## src/rtl/dctp_pkg.sv

```systemverilog
// Package for the down-count timer/PWM: register map, field codes, state encodings.
// Assumes a single 25 MHz clock domain and an APB slave with 32-bit data.
// Operation
// - Sixteen-bit counter that only counts down on each selected clock edge.
// - Period is loaded on start, on reset input, and on terminal count.
// - Compare output true per selected relation: less, less-equal, equal, greater-equal, greater.
// - Interrupt may be raised on terminal count, compare true, or capture, each selectable.
// - Run configurations: free running, one shot, or gated by enable input.
// - One shot halts after one full period until started again.
// - Gated configuration decrements only in cycles where enable input is high.
// - Outputs: compare, terminal count or complementary compare, and interrupt request.
// - Capture input stores the full sixteen-bit count into a readable capture register.
// - Kill input forces comparator-derived outputs inactive while asserted.
// - Complementary PWM pair with deadband where neither output is active.
// - Counting clock is selected from several sources by configuration.
package dctp_pkg;
  localparam int unsigned CNT_W = 16;
  localparam int unsigned DB_W = 8;

  localparam logic [7:0] ADDR_CTRL = 8'h00;
  localparam logic [7:0] ADDR_PERIOD = 8'h04;
  localparam logic [7:0] ADDR_COMPARE = 8'h08;
  localparam logic [7:0] ADDR_COUNT = 8'h0C;
  localparam logic [7:0] ADDR_CAPTURE = 8'h10;
  localparam logic [7:0] ADDR_STATUS = 8'h14;
  localparam logic [7:0] ADDR_MASK = 8'h18;
  localparam logic [7:0] ADDR_DEADBAND = 8'h1C;

  // Control register field positions
  localparam int unsigned CTRL_START = 0;
  localparam int unsigned CTRL_MODE_LO = 1;
  localparam int unsigned CTRL_REL_LO = 3;
  localparam int unsigned CTRL_CLKSEL_LO = 6;
  localparam int unsigned CTRL_TCSEL = 8;
  localparam int unsigned CTRL_W = 9;

  localparam int unsigned ST_TC = 0;
  localparam int unsigned ST_CMP = 1;
  localparam int unsigned ST_CAP = 2;
  localparam int unsigned ST_W = 3;

  localparam logic [CNT_W-1:0] PERIOD_RST = 16'hFFFF;
  localparam logic [CNT_W-1:0] COMPARE_RST = 16'h8000;
  localparam logic [DB_W-1:0] DEADBAND_RST = 8'h00;
  localparam logic [CNT_W-1:0] CNT_ZERO = 16'h0000;
  localparam logic [CNT_W-1:0] CNT_ONE = 16'h0001;
  localparam logic [DB_W-1:0] DB_ONE = 8'h01;
  localparam logic [31:0] RD_ZERO = 32'h0000_0000;

  typedef enum logic [1:0] {
    MODE_FREE = 2'b00,
    MODE_ONESHOT = 2'b01,
    MODE_GATED = 2'b10
  } dctp_mode_t;

  typedef enum logic [2:0] {
    cmp_less = 3'b000,
    cmp_less_or_equal = 3'b001,
    cmp_equal = 3'b010,
    cmp_greater_or_equal = 3'b011,
    cmp_greater = 3'b100
  } dctp_rel_t;

  typedef enum logic [1:0] {
    CLK_SYS = 2'b00,
    CLK_SRC1 = 2'b01,
    CLK_SRC2 = 2'b10,
    CLK_SRC3 = 2'b11
  } dctp_clksel_t;

  typedef enum logic [1:0] {
    RUN_IDLE = 2'b00,
    RUN_COUNT = 2'b01,
    RUN_DONE = 2'b10
  } dctp_run_t;

  typedef struct packed {
    logic psel;
    logic penable;
    logic pwrite;
    logic [7:0] paddr;
    logic [31:0] pwdata;
  } dctp_apb_req_t;

  typedef struct packed {
    logic enable;
    logic reset;
    logic capture;
    logic kill;
  } dctp_route_in_t;
endpackage : dctp_pkg

```

## src/rtl/dctp_tick_sel.sv

```systemverilog
// Count-tick selector: turns one of several source levels into a one-cycle tick.
// Sources are synchronous to clock; a rising edge of the chosen source is a tick.
`timescale 1ns/1ps
`default_nettype none
module dctp_tick_sel #(
  parameter int unsigned NSRC = 3
) (
  input wire logic clock,
  input wire logic rst_b,
  input wire logic [NSRC-1:0] srcIn,
  input wire dctp_pkg::dctp_clksel_t sel,
  output logic tick
);
  logic [NSRC-1:0] srcPrev_q;
  logic [NSRC:0] edges;

  always_ff @(posedge clock or negedge rst_b) begin
    if (!rst_b) begin
      srcPrev_q <= '0;
    end else begin
      srcPrev_q <= srcIn;
    end
  end

  // System clock always ticks; others tick on a rising edge
  assign edges[0] = 1'b1;
  genvar g;
  generate
    for (g = 0; g < NSRC; g++) begin : gEdge
      assign edges[g+1] = srcIn[g] & ~srcPrev_q[g];
    end
  endgenerate

  assign tick = edges[sel];
endmodule : dctp_tick_sel
`default_nettype wire

```

## src/rtl/dctp_deadband.sv

```systemverilog
// Deadband generator: splits one PWM level into a complementary pair.
// Delay counts are in count ticks; a zero length still leaves a one-cycle gap at each edge.
`timescale 1ns/1ps
`default_nettype none
module dctp_deadband #(
  parameter int unsigned DW = dctp_pkg::DB_W
) (
  input wire logic clock,
  input wire logic rst_b,
  input wire logic tick,
  input wire logic pwmIn,
  input wire logic [DW-1:0] dbLen,
  output logic pwmHi,
  output logic pwmLo
);
  logic level_q;
  logic [DW-1:0] dbCnt_q;

  always_ff @(posedge clock or negedge rst_b) begin
    if (!rst_b) begin
      level_q <= 1'b0;
      dbCnt_q <= '0;
    end else if (pwmIn != level_q) begin
      level_q <= pwmIn;
      dbCnt_q <= dbLen;
    end else if (tick && dbCnt_q != '0) begin
      dbCnt_q <= dbCnt_q - DW'(1);
    end
  end

  // Both low while the gap runs, so the pair never overlaps
  always_ff @(posedge clock or negedge rst_b) begin
    if (!rst_b) begin
      pwmHi <= 1'b0;
      pwmLo <= 1'b0;
    end else begin
      pwmHi <= level_q && dbCnt_q == '0 && pwmIn == level_q;
      pwmLo <= !level_q && dbCnt_q == '0 && pwmIn == level_q;
    end
  end
endmodule : dctp_deadband
`default_nettype wire

```

## src/rtl/dctp_timer.sv

```systemverilog
// Down-count timer/counter/PWM with an APB register slave and one interrupt line.
// Routing inputs (enable, reset, capture, kill, clock sources) are synchronous to clock.
`timescale 1ns/1ps
`default_nettype none
module dctp_timer #(
  parameter int unsigned NSRC = 3
) (
  input wire logic clock,
  input wire logic rst_b,
  input wire logic psel,
  input wire logic penable,
  input wire logic pwrite,
  input wire logic [7:0] paddr,
  input wire logic [31:0] pwdata,
  output logic [31:0] prdata,
  output logic pready,
  output logic pslverr,
  input wire logic [NSRC-1:0] clkSrc,
  input wire logic cntEnable,
  input wire logic cntReset,
  input wire logic capTrig,
  input wire logic killIn,
  output logic cmpOut,
  output logic tcOut,
  output logic pwmHi,
  output logic pwmLo,
  output logic irq
);
  dctp_pkg::dctp_apb_req_t apbReq;
  dctp_pkg::dctp_route_in_t rin;
  logic [dctp_pkg::CTRL_W-1:0] ctrl_q;
  logic [dctp_pkg::CNT_W-1:0] period_q;
  logic [dctp_pkg::CNT_W-1:0] compare_q;
  logic [dctp_pkg::CNT_W-1:0] count_q;
  logic [dctp_pkg::CNT_W-1:0] capture_q;
  logic [dctp_pkg::DB_W-1:0] deadband_q;
  logic [dctp_pkg::ST_W-1:0] status_q;
  logic [dctp_pkg::ST_W-1:0] mask_q;
  logic [dctp_pkg::ST_W-1:0] events;
  dctp_pkg::dctp_run_t run_q;
  logic capPrev_q;
  logic cmpPrev_q;
  logic wrEn;
  logic rdEn;
  logic addrOk;
  logic startPulse;
  logic tick;
  logic countStep;
  logic atTerminal;
  logic tcEvent;
  logic capEvent;
  logic cmpTrue;
  logic cmpEvent;
  logic dbHi;
  logic dbLo;
  dctp_pkg::dctp_mode_t mode;
  dctp_pkg::dctp_rel_t rel;
  dctp_pkg::dctp_clksel_t clkSel;

  assign apbReq = '{psel: psel, penable: penable, pwrite: pwrite, paddr: paddr,
                    pwdata: pwdata};
  assign rin = '{enable: cntEnable, reset: cntReset, capture: capTrig, kill: killIn};

  assign mode = dctp_pkg::dctp_mode_t'(ctrl_q[dctp_pkg::CTRL_MODE_LO +: 2]);
  assign rel = dctp_pkg::dctp_rel_t'(ctrl_q[dctp_pkg::CTRL_REL_LO +: 3]);
  assign clkSel = dctp_pkg::dctp_clksel_t'(ctrl_q[dctp_pkg::CTRL_CLKSEL_LO +: 2]);

  // APB decode; the slave answers in the access cycle with no wait states
  always_comb begin
    addrOk = 1'b0;
    unique case (apbReq.paddr)
      dctp_pkg::ADDR_CTRL, dctp_pkg::ADDR_PERIOD, dctp_pkg::ADDR_COMPARE,
      dctp_pkg::ADDR_COUNT, dctp_pkg::ADDR_CAPTURE, dctp_pkg::ADDR_STATUS,
      dctp_pkg::ADDR_MASK, dctp_pkg::ADDR_DEADBAND: addrOk = 1'b1;
      default: addrOk = 1'b0;
    endcase
  end

  assign wrEn = apbReq.psel && apbReq.penable && apbReq.pwrite && pready;
  assign rdEn = apbReq.psel && !apbReq.penable && !apbReq.pwrite;
  // Writing 1 to the start bit is a one-shot command and never reads back
  assign startPulse = wrEn && apbReq.paddr == dctp_pkg::ADDR_CTRL
                      && apbReq.pwdata[dctp_pkg::CTRL_START];

  // pready high during every access phase: registered high in setup
  always_ff @(posedge clock or negedge rst_b) begin
    if (!rst_b) begin
      pready <= 1'b0;
      pslverr <= 1'b0;
    end else begin
      pready <= apbReq.psel && !apbReq.penable;
      pslverr <= apbReq.psel && !apbReq.penable && !addrOk;
    end
  end

  // Read data registered in setup so it is stable through the access phase
  always_ff @(posedge clock or negedge rst_b) begin
    if (!rst_b) begin
      prdata <= dctp_pkg::RD_ZERO;
    end else if (rdEn) begin
      prdata <= dctp_pkg::RD_ZERO;
      unique case (apbReq.paddr)
        dctp_pkg::ADDR_CTRL: prdata[dctp_pkg::CTRL_W-1:0] <= ctrl_q;
        dctp_pkg::ADDR_PERIOD: prdata[dctp_pkg::CNT_W-1:0] <= period_q;
        dctp_pkg::ADDR_COMPARE: prdata[dctp_pkg::CNT_W-1:0] <= compare_q;
        dctp_pkg::ADDR_COUNT: prdata[dctp_pkg::CNT_W-1:0] <= count_q;
        dctp_pkg::ADDR_CAPTURE: prdata[dctp_pkg::CNT_W-1:0] <= capture_q;
        dctp_pkg::ADDR_STATUS: prdata[dctp_pkg::ST_W-1:0] <= status_q;
        dctp_pkg::ADDR_MASK: prdata[dctp_pkg::ST_W-1:0] <= mask_q;
        dctp_pkg::ADDR_DEADBAND: prdata[dctp_pkg::DB_W-1:0] <= deadband_q;
        default: prdata <= dctp_pkg::RD_ZERO;
      endcase
    end
  end

  // Configuration registers
  always_ff @(posedge clock or negedge rst_b) begin
    if (!rst_b) begin
      ctrl_q <= '0;
      period_q <= dctp_pkg::PERIOD_RST;
      compare_q <= dctp_pkg::COMPARE_RST;
      mask_q <= '0;
      deadband_q <= dctp_pkg::DEADBAND_RST;
    end else if (wrEn) begin
      unique case (apbReq.paddr)
        dctp_pkg::ADDR_CTRL: begin
          ctrl_q <= apbReq.pwdata[dctp_pkg::CTRL_W-1:0];
          ctrl_q[dctp_pkg::CTRL_START] <= 1'b0;
        end
        dctp_pkg::ADDR_PERIOD: period_q <= apbReq.pwdata[dctp_pkg::CNT_W-1:0];
        dctp_pkg::ADDR_COMPARE: compare_q <= apbReq.pwdata[dctp_pkg::CNT_W-1:0];
        dctp_pkg::ADDR_MASK: mask_q <= apbReq.pwdata[dctp_pkg::ST_W-1:0];
        dctp_pkg::ADDR_DEADBAND: deadband_q <= apbReq.pwdata[dctp_pkg::DB_W-1:0];
        default: ;
      endcase
    end
  end

  dctp_tick_sel #(
    .NSRC(NSRC)
  ) uTick (
    .clock(clock),
    .rst_b(rst_b),
    .srcIn(clkSrc),
    .sel(clkSel),
    .tick(tick)
  );

  assign atTerminal = count_q == dctp_pkg::CNT_ZERO;
  // Gated mode steps only while enable is high
  assign countStep = tick && run_q == dctp_pkg::RUN_COUNT
                     && (mode != dctp_pkg::MODE_GATED || rin.enable);
  assign tcEvent = countStep && atTerminal;

  // Run state: free and gated run until rst_b; one shot parks after one period
  always_ff @(posedge clock or negedge rst_b) begin
    if (!rst_b) begin
      run_q <= dctp_pkg::RUN_IDLE;
    end else if (startPulse) begin
      run_q <= dctp_pkg::RUN_COUNT;
    end else if (tcEvent && mode == dctp_pkg::MODE_ONESHOT) begin
      run_q <= dctp_pkg::RUN_DONE;
    end
  end

  // Down counter; reload wins over decrement
  always_ff @(posedge clock or negedge rst_b) begin
    if (!rst_b) begin
      count_q <= dctp_pkg::PERIOD_RST;
    end else if (startPulse || rin.reset || tcEvent) begin
      count_q <= period_q;
    end else if (countStep) begin
      count_q <= count_q - dctp_pkg::CNT_ONE;
    end
  end

  // Capture on rising edge of the capture input
  assign capEvent = rin.capture && !capPrev_q;
  always_ff @(posedge clock or negedge rst_b) begin
    if (!rst_b) begin
      capPrev_q <= 1'b0;
      capture_q <= '0;
    end else begin
      capPrev_q <= rin.capture;
      if (capEvent) begin
        capture_q <= count_q;
      end
    end
  end

  always_comb begin
    unique case (rel)
      dctp_pkg::cmp_less: cmpTrue = count_q < compare_q;
      dctp_pkg::cmp_less_or_equal: cmpTrue = count_q <= compare_q;
      dctp_pkg::cmp_equal: cmpTrue = count_q == compare_q;
      dctp_pkg::cmp_greater_or_equal: cmpTrue = count_q >= compare_q;
      dctp_pkg::cmp_greater: cmpTrue = count_q > compare_q;
      default: cmpTrue = 1'b0;
    endcase
  end

  assign cmpEvent = cmpTrue && !cmpPrev_q;
  assign events = {capEvent, cmpEvent, tcEvent};

  // Sticky status: a new event wins over a write-one clear in the same cycle
  always_ff @(posedge clock or negedge rst_b) begin
    if (!rst_b) begin
      status_q <= '0;
      cmpPrev_q <= 1'b0;
    end else begin
      cmpPrev_q <= cmpTrue;
      if (wrEn && apbReq.paddr == dctp_pkg::ADDR_STATUS) begin
        status_q <= (status_q & ~apbReq.pwdata[dctp_pkg::ST_W-1:0]) | events;
      end else begin
        status_q <= status_q | events;
      end
    end
  end

  // Outputs are registered; kill forces the compare-derived ones low
  always_ff @(posedge clock or negedge rst_b) begin
    if (!rst_b) begin
      cmpOut <= 1'b0;
      tcOut <= 1'b0;
      irq <= 1'b0;
    end else begin
      cmpOut <= cmpTrue && !rin.kill;
      if (ctrl_q[dctp_pkg::CTRL_TCSEL]) begin
        tcOut <= !cmpTrue && !rin.kill;
      end else begin
        tcOut <= tcEvent;
      end
      irq <= |(status_q & mask_q);
    end
  end

  dctp_deadband #(
    .DW(dctp_pkg::DB_W)
  ) uDb (
    .clock(clock),
    .rst_b(rst_b),
    .tick(tick),
    .pwmIn(cmpTrue && !rin.kill),
    .dbLen(deadband_q),
    .pwmHi(dbHi),
    .pwmLo(dbLo)
  );

  // Kill must hold both sides of the pair low; the gap logic alone would drive the low side
  always_ff @(posedge clock or negedge rst_b) begin
    if (!rst_b) begin
      pwmHi <= 1'b0;
      pwmLo <= 1'b0;
    end else begin
      pwmHi <= dbHi && !rin.kill;
      pwmLo <= dbLo && !rin.kill;
    end
  end
endmodule : dctp_timer
`default_nettype wire

```

## config.mk

```make
export PLATFORM = sky130hd
export DESIGN_NAME = dctp_timer
export DESIGN_NICKNAME = d
export VERILOG_FILES = /design/src/rtl/dctp_pkg.sv /design/src/rtl/dctp_tick_sel.sv /design/src/rtl/dctp_deadband.sv /design/src/rtl/dctp_timer.sv
export SDC_FILE = /design/constraint.sdc
export NUM_CORES = 1
export LEC_CHECK = 0
export BUFFER_PORTS_ARGS = -buffer_cell sky130_fd_sc_hd__buf_2
export CAP_MARGIN = 20
export CORE_UTILIZATION = 59
export CTS_CLUSTER_SIZE = 10
export DETAILED_ROUTE_END_ITERATION = 8
export PLACE_DENSITY = 0.82
export REMOVE_ABC_BUFFERS = 1
export SLEW_MARGIN = 20
export SYNTH_ARGS = -nofsm -noshare
export SYNTH_HDL_FRONTEND = slang
export SYNTH_SLANG_ARGS = --single-unit
```

## constraint.sdc

```tcl
create_clock -name clock -period 9.1 [get_ports clock]
set_clock_uncertainty 0.15 [all_clocks]
set_input_delay 0 -clock clock [delete_from_list [all_inputs] [get_ports clock]]
set_output_delay 0 -clock clock [all_outputs]
set_load 0.03 [all_outputs]
```

# --- After elaboration in Yosys (flattened, before gate mapping) ---
# Memory sizes are Yosys's and may differ from the RTL's.
# Cells that the tools add are included.
totals:
  reg_bits: 127
  latch_bits: 0
  ram_bits: 0
  rom_bits: 32
  wordCells: 126
  memories: 1
memory_table:
  columns: ["memory", "words", "word_bits", "read_ports", "rd_clocked_by_memory_dff", "wr", "line", "rtl"]
  rows:
  - ["(no name shown)", 32, 1, 1, 0, 0, "dctp_timer.sv:71", "unique case (apbReq.paddr)"]
classes:
  addsub: 2
  n_mul: 0
  div: 0
  order_cmp: 5
  eq_ne: 17
  shifts: 0
  n_mux: 16
  bitwise: 11
  n_reduce_logical: 50
ops:
  columns: ["operator", "count"]
  rows:
  - ["$eq 8x5->1 const B", 4]
  - ["$mux 16", 2]
  - ["$pmux 5 s6", 1]
  - ["$pmux 7 s4", 1]
  - ["$logic_and 1x1->1", 24]
  - ["$pmux 3 s8", 1]
  - ["$eq 16x16->1", 1]
  - ["$eq 8x4->1 const B", 2]
  - ["$ge 16x16->1", 1]
  - ["$gt 16x16->1", 1]
  - ["$le 16x16->1", 1]
  - ["$logic_not 16->1", 1]
  - ["$logic_not 8->1", 2]
  - ["$lt 16x16->1", 1]
  - ["$mux 8", 2]
  - ["$sub 16x1->16 const B", 1]
  - ["$pmux 1 s5", 2]
  - ["$reduce_and 2->1", 5]
  - ["$eq 8x3->1 const B", 1]
  - ["$logic_not 1->1", 8]
  - ["$reduce_bool 8->1", 1]
  - ["$sub 8x1->8 const B", 1]
  - ["$and 3x3->3", 2]
  - ["$eq 3x2->1 const B", 2]
  - ["19 further kinds", 33]

# --- Depth between registers and ports, before layout ---
# Gate-level depths: netlist of the first run.
logic_depth:
  depth_word: 10
  depth_mapped: 11

# --- Modules after synthesis ---
# A second synthesis of the first run with hierarchy kept.
unflattened:
  cells_unflattened: 589
  hier_area_um2: 6382.4
modules_own_cells:
  columns: ["mod", "n_inst", "cells_each", "area_per_inst_um2", "seq_area_each_um2"]
  rows:
  - ["dctp_timer", 1, 517, 5659.2, 2869.0]
  - ["dctp_deadband", 1, 64, 613.1, 275.3]
  - ["dctp_tick_sel", 1, 8, 110.1, 75.1]

# --- Least setup slack after synthesis of the first run ---
# No wires, ideal clock.
synth_timing:
  path_kind: "reg-to-reg"
  start: "register compare_q[15] (netlist bit)"
  end: "register uDb.dbCnt_q[0]"
  t_arrival_ns: 2.922
  required_time_ns: 8.825
  path_slack_ns: 5.903
  stages_incl_launch_ff: 12
  synth_period_minus_slack_ns: 3.197
  cell_sequence: "dfstp_2 > inv_1 > ha_1 > nand4_1 > nor2_1 > a311o_1 > or4_1 > buf_6 > mux2i_4 > a21oi_4 > xnor2_4 > mux2_2"
synth_between:
  elab_chain_cells: 5
  word_cells_on_any_way: 10
  classes_between: "order compare (4); eq/ne (2); mux (2); reduce/logical (2)"
synth_lines:
  columns: ["item", "line", "rtl"]
  rows:
  - ["start, declared", "dctp_timer.sv:33", "logic [dctp_pkg::CNT_W-1:0] compare_q;"]
  - ["start signal, assigned", "dctp_timer.sv:121", "compare_q <= dctp_pkg::COMPARE_RST;"]
  - ["start signal, assigned", "dctp_timer.sv:131", "dctp_pkg::ADDR_COMPARE: compare_q <= apbReq.pwdata[dctp_pkg::CNT_W-1:0];"]
  - ["$gt 16x16->1, or another cell as far along", "dctp_timer.sv:197", "dctp_pkg::cmp_greater: cmpTrue = count_q > compare_q;"]
  - ["$pmux 1 s5 (*)", "dctp_timer.sv:192", "unique case (rel)"]
  - ["$logic_and 1x1->1 (*)", "dctp_timer.sv:243", ".pwmIn(cmpTrue && !rin.kill),"]
  - ["named net uDb.pwmIn", "dctp_deadband.sv:11", "input wire logic pwmIn,"]
  - ["$ne 1x1->1 (*)", "dctp_deadband.sv:23", "end else if (pwmIn != level_q) begin"]
  - ["$mux 8 or $reduce_bool 2->1 (tied branches)", null, null]
  - ["end signal, assigned", "dctp_deadband.sv:25", "dbCnt_q <= dbLen;"]
  - ["end signal, assigned", "dctp_deadband.sv:27", "dbCnt_q <= dbCnt_q - DW'(1);"]
  - ["end, declared", "dctp_deadband.sv:17", "logic [DW-1:0] dbCnt_q;"]
# Mark *: on every way through the listed nets, which the timed path passes. The rest lies on a longest branch.
# A chain may end at the register's enable or synchronous reset.

# --- Worst setup path in the final report of the first run ---
layout_timing:
  start: "register compare_q[15] (netlist bit)"
  end: "register uDb.dbCnt_q[1]"
# The elaborated chain is that of the path after synthesis.

==> flow_metrics.py, run 1 <==
metrics = {
    "worst_setup_path": {
        "start_kind": "register",
        "slowest_delay_ns": 0.72,
        "crit_required_ns": 9.35,
        "cpMaxStageDelayCell": "or4_1",
        "path_cells": "inv_1, ha_1, nand4_1, nor2_1, a311o_1, or4_1, a41oi_4, a21oi_4, xnor2_4, mux2_2",
        "crit_fanout": 7,
        "r2r-start": "compare_q[15]",
        "path_class": "reg2reg",
        "crit_path_start": "compare_q[15]",
        "end_kind": "register",
        "arrival_ns": 3.82,
    },
    "global_routing": {
        "grt-ovfl-total": 0,
        "grt_usage_pct": 29.9,
        "grt_pass1_wl_mm": 25.6,
        "grt_pass1_vias": 5169,
        "grt_max_degree": 70,
        "antenna_found_initial": 0,
    },
    "synthesis": {
        "yosys_warnings": 0,
        "synthArstFlopShare_pct": 100,
        "syn_avg_cell_area_um2": 11.0,
        "syn-cell-area_um2": 6410,
        "ys_ff_latch": 127,
        "yosys.area.top_type": "dfrtp_1",
        "synth_ff_type": "dfrtp_1",
        "synth_commonest_cells": "dfrtp_1, mux2_2, nand2_1",
        "synthCells": 582,
        "synthTopCellsByArea": "dfrtp_1, dfstp_2, mux2_2",
        "synth-seq-area-share_pct": 50.3,
        "synth.distinct_cells": 62,
        "synth_enable_flop_cells": 0,
        "synth_most_common_cell": "dfrtp_1",
        "yosysTopAreaCellShare_pct": 36.7,
    },
    "job": {
        "cap_viol_max_count": 0,
    },
    "floorplanning": {
        "rows": 37,
        "chipWidth_um": 106,
        "core-area_um2": 10400,
        "dieArea_um2": 11300,
        "fp.dieH_um": 106,
        "initial_utilization_pct": 61.5,
        "ios": 91,
    },
    "clock_network": {
        "tritoncts.num_buffers": 17,
        "cts-resized-gates": 0,
        "cts-root-buf": "clkbuf_8",
        "cts-htree-levels": 4,
        "clk_pin_slew_ns": 0.06,
        "clk_latency_ns": 0.52,
        "cts_tree": "built",
        "clock-sinks": 127,
        "clk_path_buf_depth": 2,
    },
    "routing": {
        "wire_per_inst_um": 19.4,
        "first_pass_iters": 6,
        "vias": 5055,
        "ant_nets": 0,
        "drcViolationCount": 0,
        "drtIter0Drc": 559,
        "routed_via_density": 6.12,
        "wl_mm": 16.0,
    },
    "final_layout": {
        "diodes": 0,
        "fillers": 690,
        "area_growth_pct": 20.4,
        "drive_gt1_share_pct": 30.9,
        "layout.nets": 747,
    },
    "pwr": {
        "power_density_nw_per_um2": 187,
        "leakage_nw": 3.63,
        "worst_ir_drop_vdd_mv": 0.119,
    },
    "sta": {
        "setup-tns-final_ns": 0,
        "setup_viol": 0,
        "finalCriticalPeriod_ns": 3.57,
        "hold_violations": 0,
        "tightestPinTransition_ns": 1.11,
        "slew_headroom_pct": 25.4,
        "hold-worst-slack_ns": 0.0392,
        "max_freq_mhz": 280,
        "fin_crit_sh_pct": 39.2,
        "timing.final.max_slew_violations": 0,
        "rsz0062_at_grt": "no",
    },
    "status": {
        "status": "finished, final reports clean",
    },
    "placement": {
        "dp_hpwl_mm": 10.1,
        "gp_congestion": 0.883,
        "io_buffer_count": 58,
    },
    "min_path": {
        "hold_path.class": "in2async",
    },
}
metrics by stage:
step	power, mW	std cells	worst slack (ns)	utilization, %	area [µm²]
2_1_floorplan	0.722	556	5.59	-	6220
6_report	1.44	826	5.53	74.0	7710
4_1_cts	1.45	826	5.53	74.0	7710
3_3_place_gp	0.765	758	5.63	64.8	6750
3_5_place_dp	0.775	758	5.58	64.9	6760
5_1_grt	1.49	826	5.41	74.0	7710
flip-flops by register name (all words and copies together) (netlist names), 2 cells and up:
register,flops
uTick.srcPrev_q,3
compare_q,16
prdata,16
period_q,16
capture_q,16
status_q,3
mask_q,3
uDb.dbCnt_q,8
ctrl_q,8
deadband_q,8
count_q,16
run_q,2
cell type report:
| cell class | instances | area [µm²] | area share (%) |
|---|---|---|---|
| sequential | 127 | 3220 | 41.7 |
| multi-input combinational | 405 | 2930 | 38.0 |
| timing repair buffer | 102 | 723 | 9.38 |
| clock buffer | 20 | 445 | 5.78 |
| tap | 136 | 170 | 2.21 |
| clock inverter | 12 | 136 | 1.77 |
| inverter | 24 | 90.1 | 1.17 |
cells by family (layout without fill, tap and decap cells):
| kind of cell | count (synthesis) | after routing | share of synthesized area (%) |
|---|---|---|---|
| AO/OA/AOI/OAI | 127 | 127 | 14.0 |
| XOR/XNOR | 22 | 22 | 3.30 |
| adder cells (fa/ha/maj) | 18 | 18 | 3.52 |
| buffers and inverters | 65 | 158 | 5.14 |
| flip-flops | 127 | 127 | 50.3 |
| multiplexers | 62 | 62 | 11.1 |
| other | 1 | 16 | 0.0585 |
| AND/OR/NAND/NOR | 160 | 160 | 12.6 |
per-layer routing:
| metal | routed length, µm | global-route usage, % | vias up | share of wire (%) |
|---|---|---|---|---|
| li1 | - | - | 2275 | - |
| met1 | 6590 | 37.5 | 2503 | 41 |
| met2 | 8180 | 51.0 | 238 | 51 |
| met3 | 880 | 5.64 | 39 | 5.5 |
| met4 | 363 | 12.2 | 0 | 2.3 |
| met5 | 0 | 0 | - | 0 |
cells in the final DEF, fill, tap and decap left out, types with 4 or more instances in the layout:
cell and instances:
dfrtp_1 94, mux2_2 59, buf_2 57, nand2_1 56, o21ai_0 36, dlygate4sd3_1 35
dfstp_2 33, nor2_1 27, inv_1 24, a21oi_1 23, a222oi_1 22, ha_1 18
conb_1 16, clkbuf_16 16, xnor2_1 14, a21o_1 13, nor3_1 13, nand2b_1 10
a31oi_1 9, buf_4 9, nor2b_1 8, nand4_1 7, xor2_1 7, nand3_1 6
clkinvlp_4 6, or3_1 4
worst paths after layout:
check | to | slack, ns | cells after the start
worst min-delay path | period_q[9] | 0.04 | 2
worst max register to register | uDb.dbCnt_q[1] | 5.53 | 10
worst min register to register | pwmHi | 0.32 | 1
max in group asynchronous | ctrl_q[4] | 7.87 | 3
worst max-delay path | uDb.dbCnt_q[1] | 5.53 | 10
min in group clock | prdata[3] | 0.04 | 4
what timing repair did:
item                      4_1_cts  5_1_grt
setup buffers                   0        0
hold endpoints to repair      136        0
hold buffers                   36        0
power by group:
part | internal (mW) | switching (mW) | leakage [nW] | total [mW]
logic | 0.0746 | 0.0896 | 1.84 | 0.164
clock network | 0.405 | 0.252 | 0.266 | 0.657
registers | 0.594 | 0.0226 | 1.52 | 0.617
total | 1.07 | 0.364 | 3.63 | 1.44
worst max-delay path: cells and delay by family (launching register included):
kind | cells | cell delay, ns
compound gates | 3 | 0.81
mux | 1 | 0.37
fa+ha+maj | 1 | 0.32
xor+xnor | 1 | 0.27
flops | 1 | 0.53
buf+inv | 1 | 0.06
simple gates | 3 | 0.94
Power figures use the tool's default switching activity.
==> run 2: changes to the inputs <==
ABC_AREA = 1   (was default)
CORE_UTILIZATION = 52   (was 59)
PLACE_DENSITY = 0.76   (was 0.82)
clock period = 3 ns   (was 9.1 ns; I/O delays follow)
==> run 2 against run 1 <==
  * Wire length increased by 4.0%
  * Power increased to 3.1 times the previous value
  * Largest cell class unchanged
  * Final cell count increased by 31%
  * Synthesized cell count increased by 36%
  * Area after synthesis increased by 4.9%
  * Critical endpoint is now count_q[2]
==> flow_metrics.py, run 2 <==
metrics = {
    "final_layout": {
        "drive_gt1_share_pct": 20.8,
        "diodes": 0,
        "most-common-layout-cells": "nand2_1, inv_1, dfrtp_1",
        "instances_no_fill": 1079,
        "postLayoutCellArea_um2": 8100,
        "area_growth_pct": 20.6,
        "fin_util_pct": 64.2,
        "fillers": 1045,
        "layout.nets": 964,
        "final_common_cell": "nand2_1",
    },
    "global_routing": {
        "antenna_found_initial": 0,
        "grt_pass1_wl_mm": 26.8,
        "grt_pass1_vias": 5346,
        "grt_max_degree": 59,
        "grt_usage_pct": 26.9,
        "grt-ovfl-total": 0,
    },
    "worst_setup_path": {
        "path_class": "in2reg",
        "crit_required_ns": 3.20,
        "arrival_ns": 2.80,
        "start_kind": "input pin",
        "end_kind": "register",
        "crit_fanout": 17,
    },
    "placement": {
        "gp_congestion": 0.900,
        "dpl_cell_area_um2": 7170,
        "dp_hpwl_mm": 11.4,
        "io_buffer_count": 58,
        "dp.cells": 1014,
        "post-place-ws_ns": 0.490,
    },
    "clock_network": {
        "cts_tree": "built",
        "clock-sinks": 127,
        "cts-root-buf": "clkbuf_16",
        "clk_pin_slew_ns": 0.05,
        "clk_path_buf_depth": 2,
        "clk_latency_ns": 0.42,
        "cts-htree-levels": 4,
        "cts-resized-gates": 0,
        "tritoncts.num_buffers": 17,
    },
    "floorplanning": {
        "chipWidth_um": 116,
        "rows": 41,
        "dieArea_um2": 13400,
        "fp.dieH_um": 116,
        "ios": 91,
        "core-area_um2": 12600,
        "initial_utilization_pct": 53.3,
    },
    "sta": {
        "finalCriticalPeriod_ns": 2.59,
        "hold-worst-slack_ns": 0.0533,
        "rsz0062_at_grt": "no",
        "fin_crit_sh_pct": 86.4,
        "layout_setup_ws_ns": 0.408,
        "setup-tns-final_ns": 0,
        "setup_viol": 0,
        "timing.final.max_slew_violations": 0,
        "slew_headroom_pct": 49.7,
        "max_freq_mhz": 386,
        "tightestPinTransition_ns": 0.755,
        "hold_violations": 0,
    },
    "synthesis": {
        "yosysTopAreaCellShare_pct": 35.0,
        "synth_most_common_cell": "nand2_1",
        "synthCells": 793,
        "synth_commonest_cells": "nand2_1, inv_1, dfrtp_1",
        "synth_enable_flop_cells": 0,
        "ys_ff_latch": 127,
        "synth.distinct_cells": 48,
        "syn_avg_cell_area_um2": 8.47,
        "synth-seq-area-share_pct": 47.9,
        "synthArstFlopShare_pct": 100,
        "synthTopCellsByArea": "dfrtp_1, dfstp_2, nand2_1",
        "synth_ff_type": "dfrtp_1",
        "syn-cell-area_um2": 6720,
        "yosys.area.top_type": "dfrtp_1",
        "yosys_warnings": 0,
    },
    "pwr": {
        "total_power_mw": 4.46,
        "worst_ir_drop_vdd_mv": 0.400,
        "p_seq_share_pct": 41.6,
        "swShare_pct": 25.3,
        "power.net_switching_mw": 1.13,
        "clkPwrFrac_pct": 46.8,
        "power_density_nw_per_um2": 550,
        "p_int_mw": 3.33,
        "leakage_nw": 3.86,
        "combinationalPowerShare_pct": 11.5,
    },
    "routing": {
        "drtIter0Drc": 483,
        "wl_mm": 16.7,
        "first_pass_iters": 8,
        "vias": 5787,
        "routed_via_density": 5.36,
        "drcViolationCount": 0,
        "wire_per_inst_um": 15.4,
        "ant_nets": 0,
    },
    "job": {
        "cap_viol_max_count": 0,
    },
    "min_path": {
        "hold_path.class": "in2async",
    },
    "status": {
        "status": "finished, final reports clean",
    },
}
==> run 2: cell count changes after synthesis, moves of 10 or more <==
cell      change
nand2_1     +137
inv_1        +80
mux2_2       -58
o21ai_0      +50
nand3_1      +31
a222oi_1     -22
o22ai_1      +17
xnor2_1      -14
a21o_1       -11
inv_2        +10
nand2b_1     -10
==> run 2: worst paths after layout <==
| kind | start | endpoint | slack, ns | depth (start not counted) |
|---|---|---|---|---|
| worst max-delay path | paddr[0] | count_q[2] | 0.41 | 15 |
| worst min-delay path | rst_b | prdata[1] | 0.05 | 2 |
| worst max register to register | compare_q[15] | uDb.dbCnt_q[1] | 0.47 | 14 |
| worst min register to register | uDb.pwmHi | pwmHi | 0.32 | 2 |
| max in group asynchronous | rst_b | period_q[5] | 1.80 | 3 |
| min in group clock | psel | ctrl_q[3] | 0.07 | 4 |
==> run 2: power by group through the flow <==
stage | logic [mW] | registers, mW | clock network, mW
3_5_place_dp | 0.482 | 1.88 | 0
2_1_floorplan | 0.321 | 1.89 | 0
6_report | 0.514 | 1.85 | 2.09
4_1_cts | 0.516 | 1.85 | 2.11
5_1_grt | 0.582 | 1.86 | 2.18
3_3_place_gp | 0.473 | 1.88 | 0
==> run 2: cell type report <==
class                      instances  area (µm²)  share of cell area [%]
clock buffer                      21         460                    5.68
clock inverter                    11         139                    1.71
inverter                         116         440                    5.44
multi-input combinational        531        2920                    36.0
sequential                       127        3220                    39.7
tap                              172         215                    2.66
timing repair buffer             101         711                    8.77
==> run 2: logic make-up after synthesis <==
| family | after synthesis | share of synthesized area (%) |
|---|---|---|
| simple gates | 318 | 22.8 |
| compound gates | 166 | 14.6 |
| buf+inv | 150 | 9.53 |
| flops | 127 | 47.9 |
| fa+ha+maj | 18 | 3.35 |
| xor+xnor | 12 | 1.56 |
| other cells | 1 | 0.0558 |
| mux | 1 | 0.168 |
==> run 2: layer usage <==
layer  wire, µm  GRT usage, %  vias up
met5          0             0        -
met1       7350          36.6     2730
met2       7740          42.5      232
li1           -             -     2781
met3       1130          5.18       44
met4        440          11.1        0
==> run 2: worst max-delay path, cell delays in order <==
cell and delay (ns):
dlygate4sd3_1 0.52, buf_2 0.12, nor2_2 0.08, dlygate4sd3_1 0.57, inv_2 0.07, nor3_4 0.20, nand2_4 0.18, nor2_8 0.29
nand2_2 0.14, nand2_4 0.12, nor2_8 0.09, nand2_2 0.10, inv_2 0.10, a21oi_1 0.15, inv_1 0.05
==> run 2: repair_timing <==
item                                   4_1_cts  5_1_grt
hold buffers                                33        0
endpoints found under the hold margin      146        0
buffers inserted                             0        0
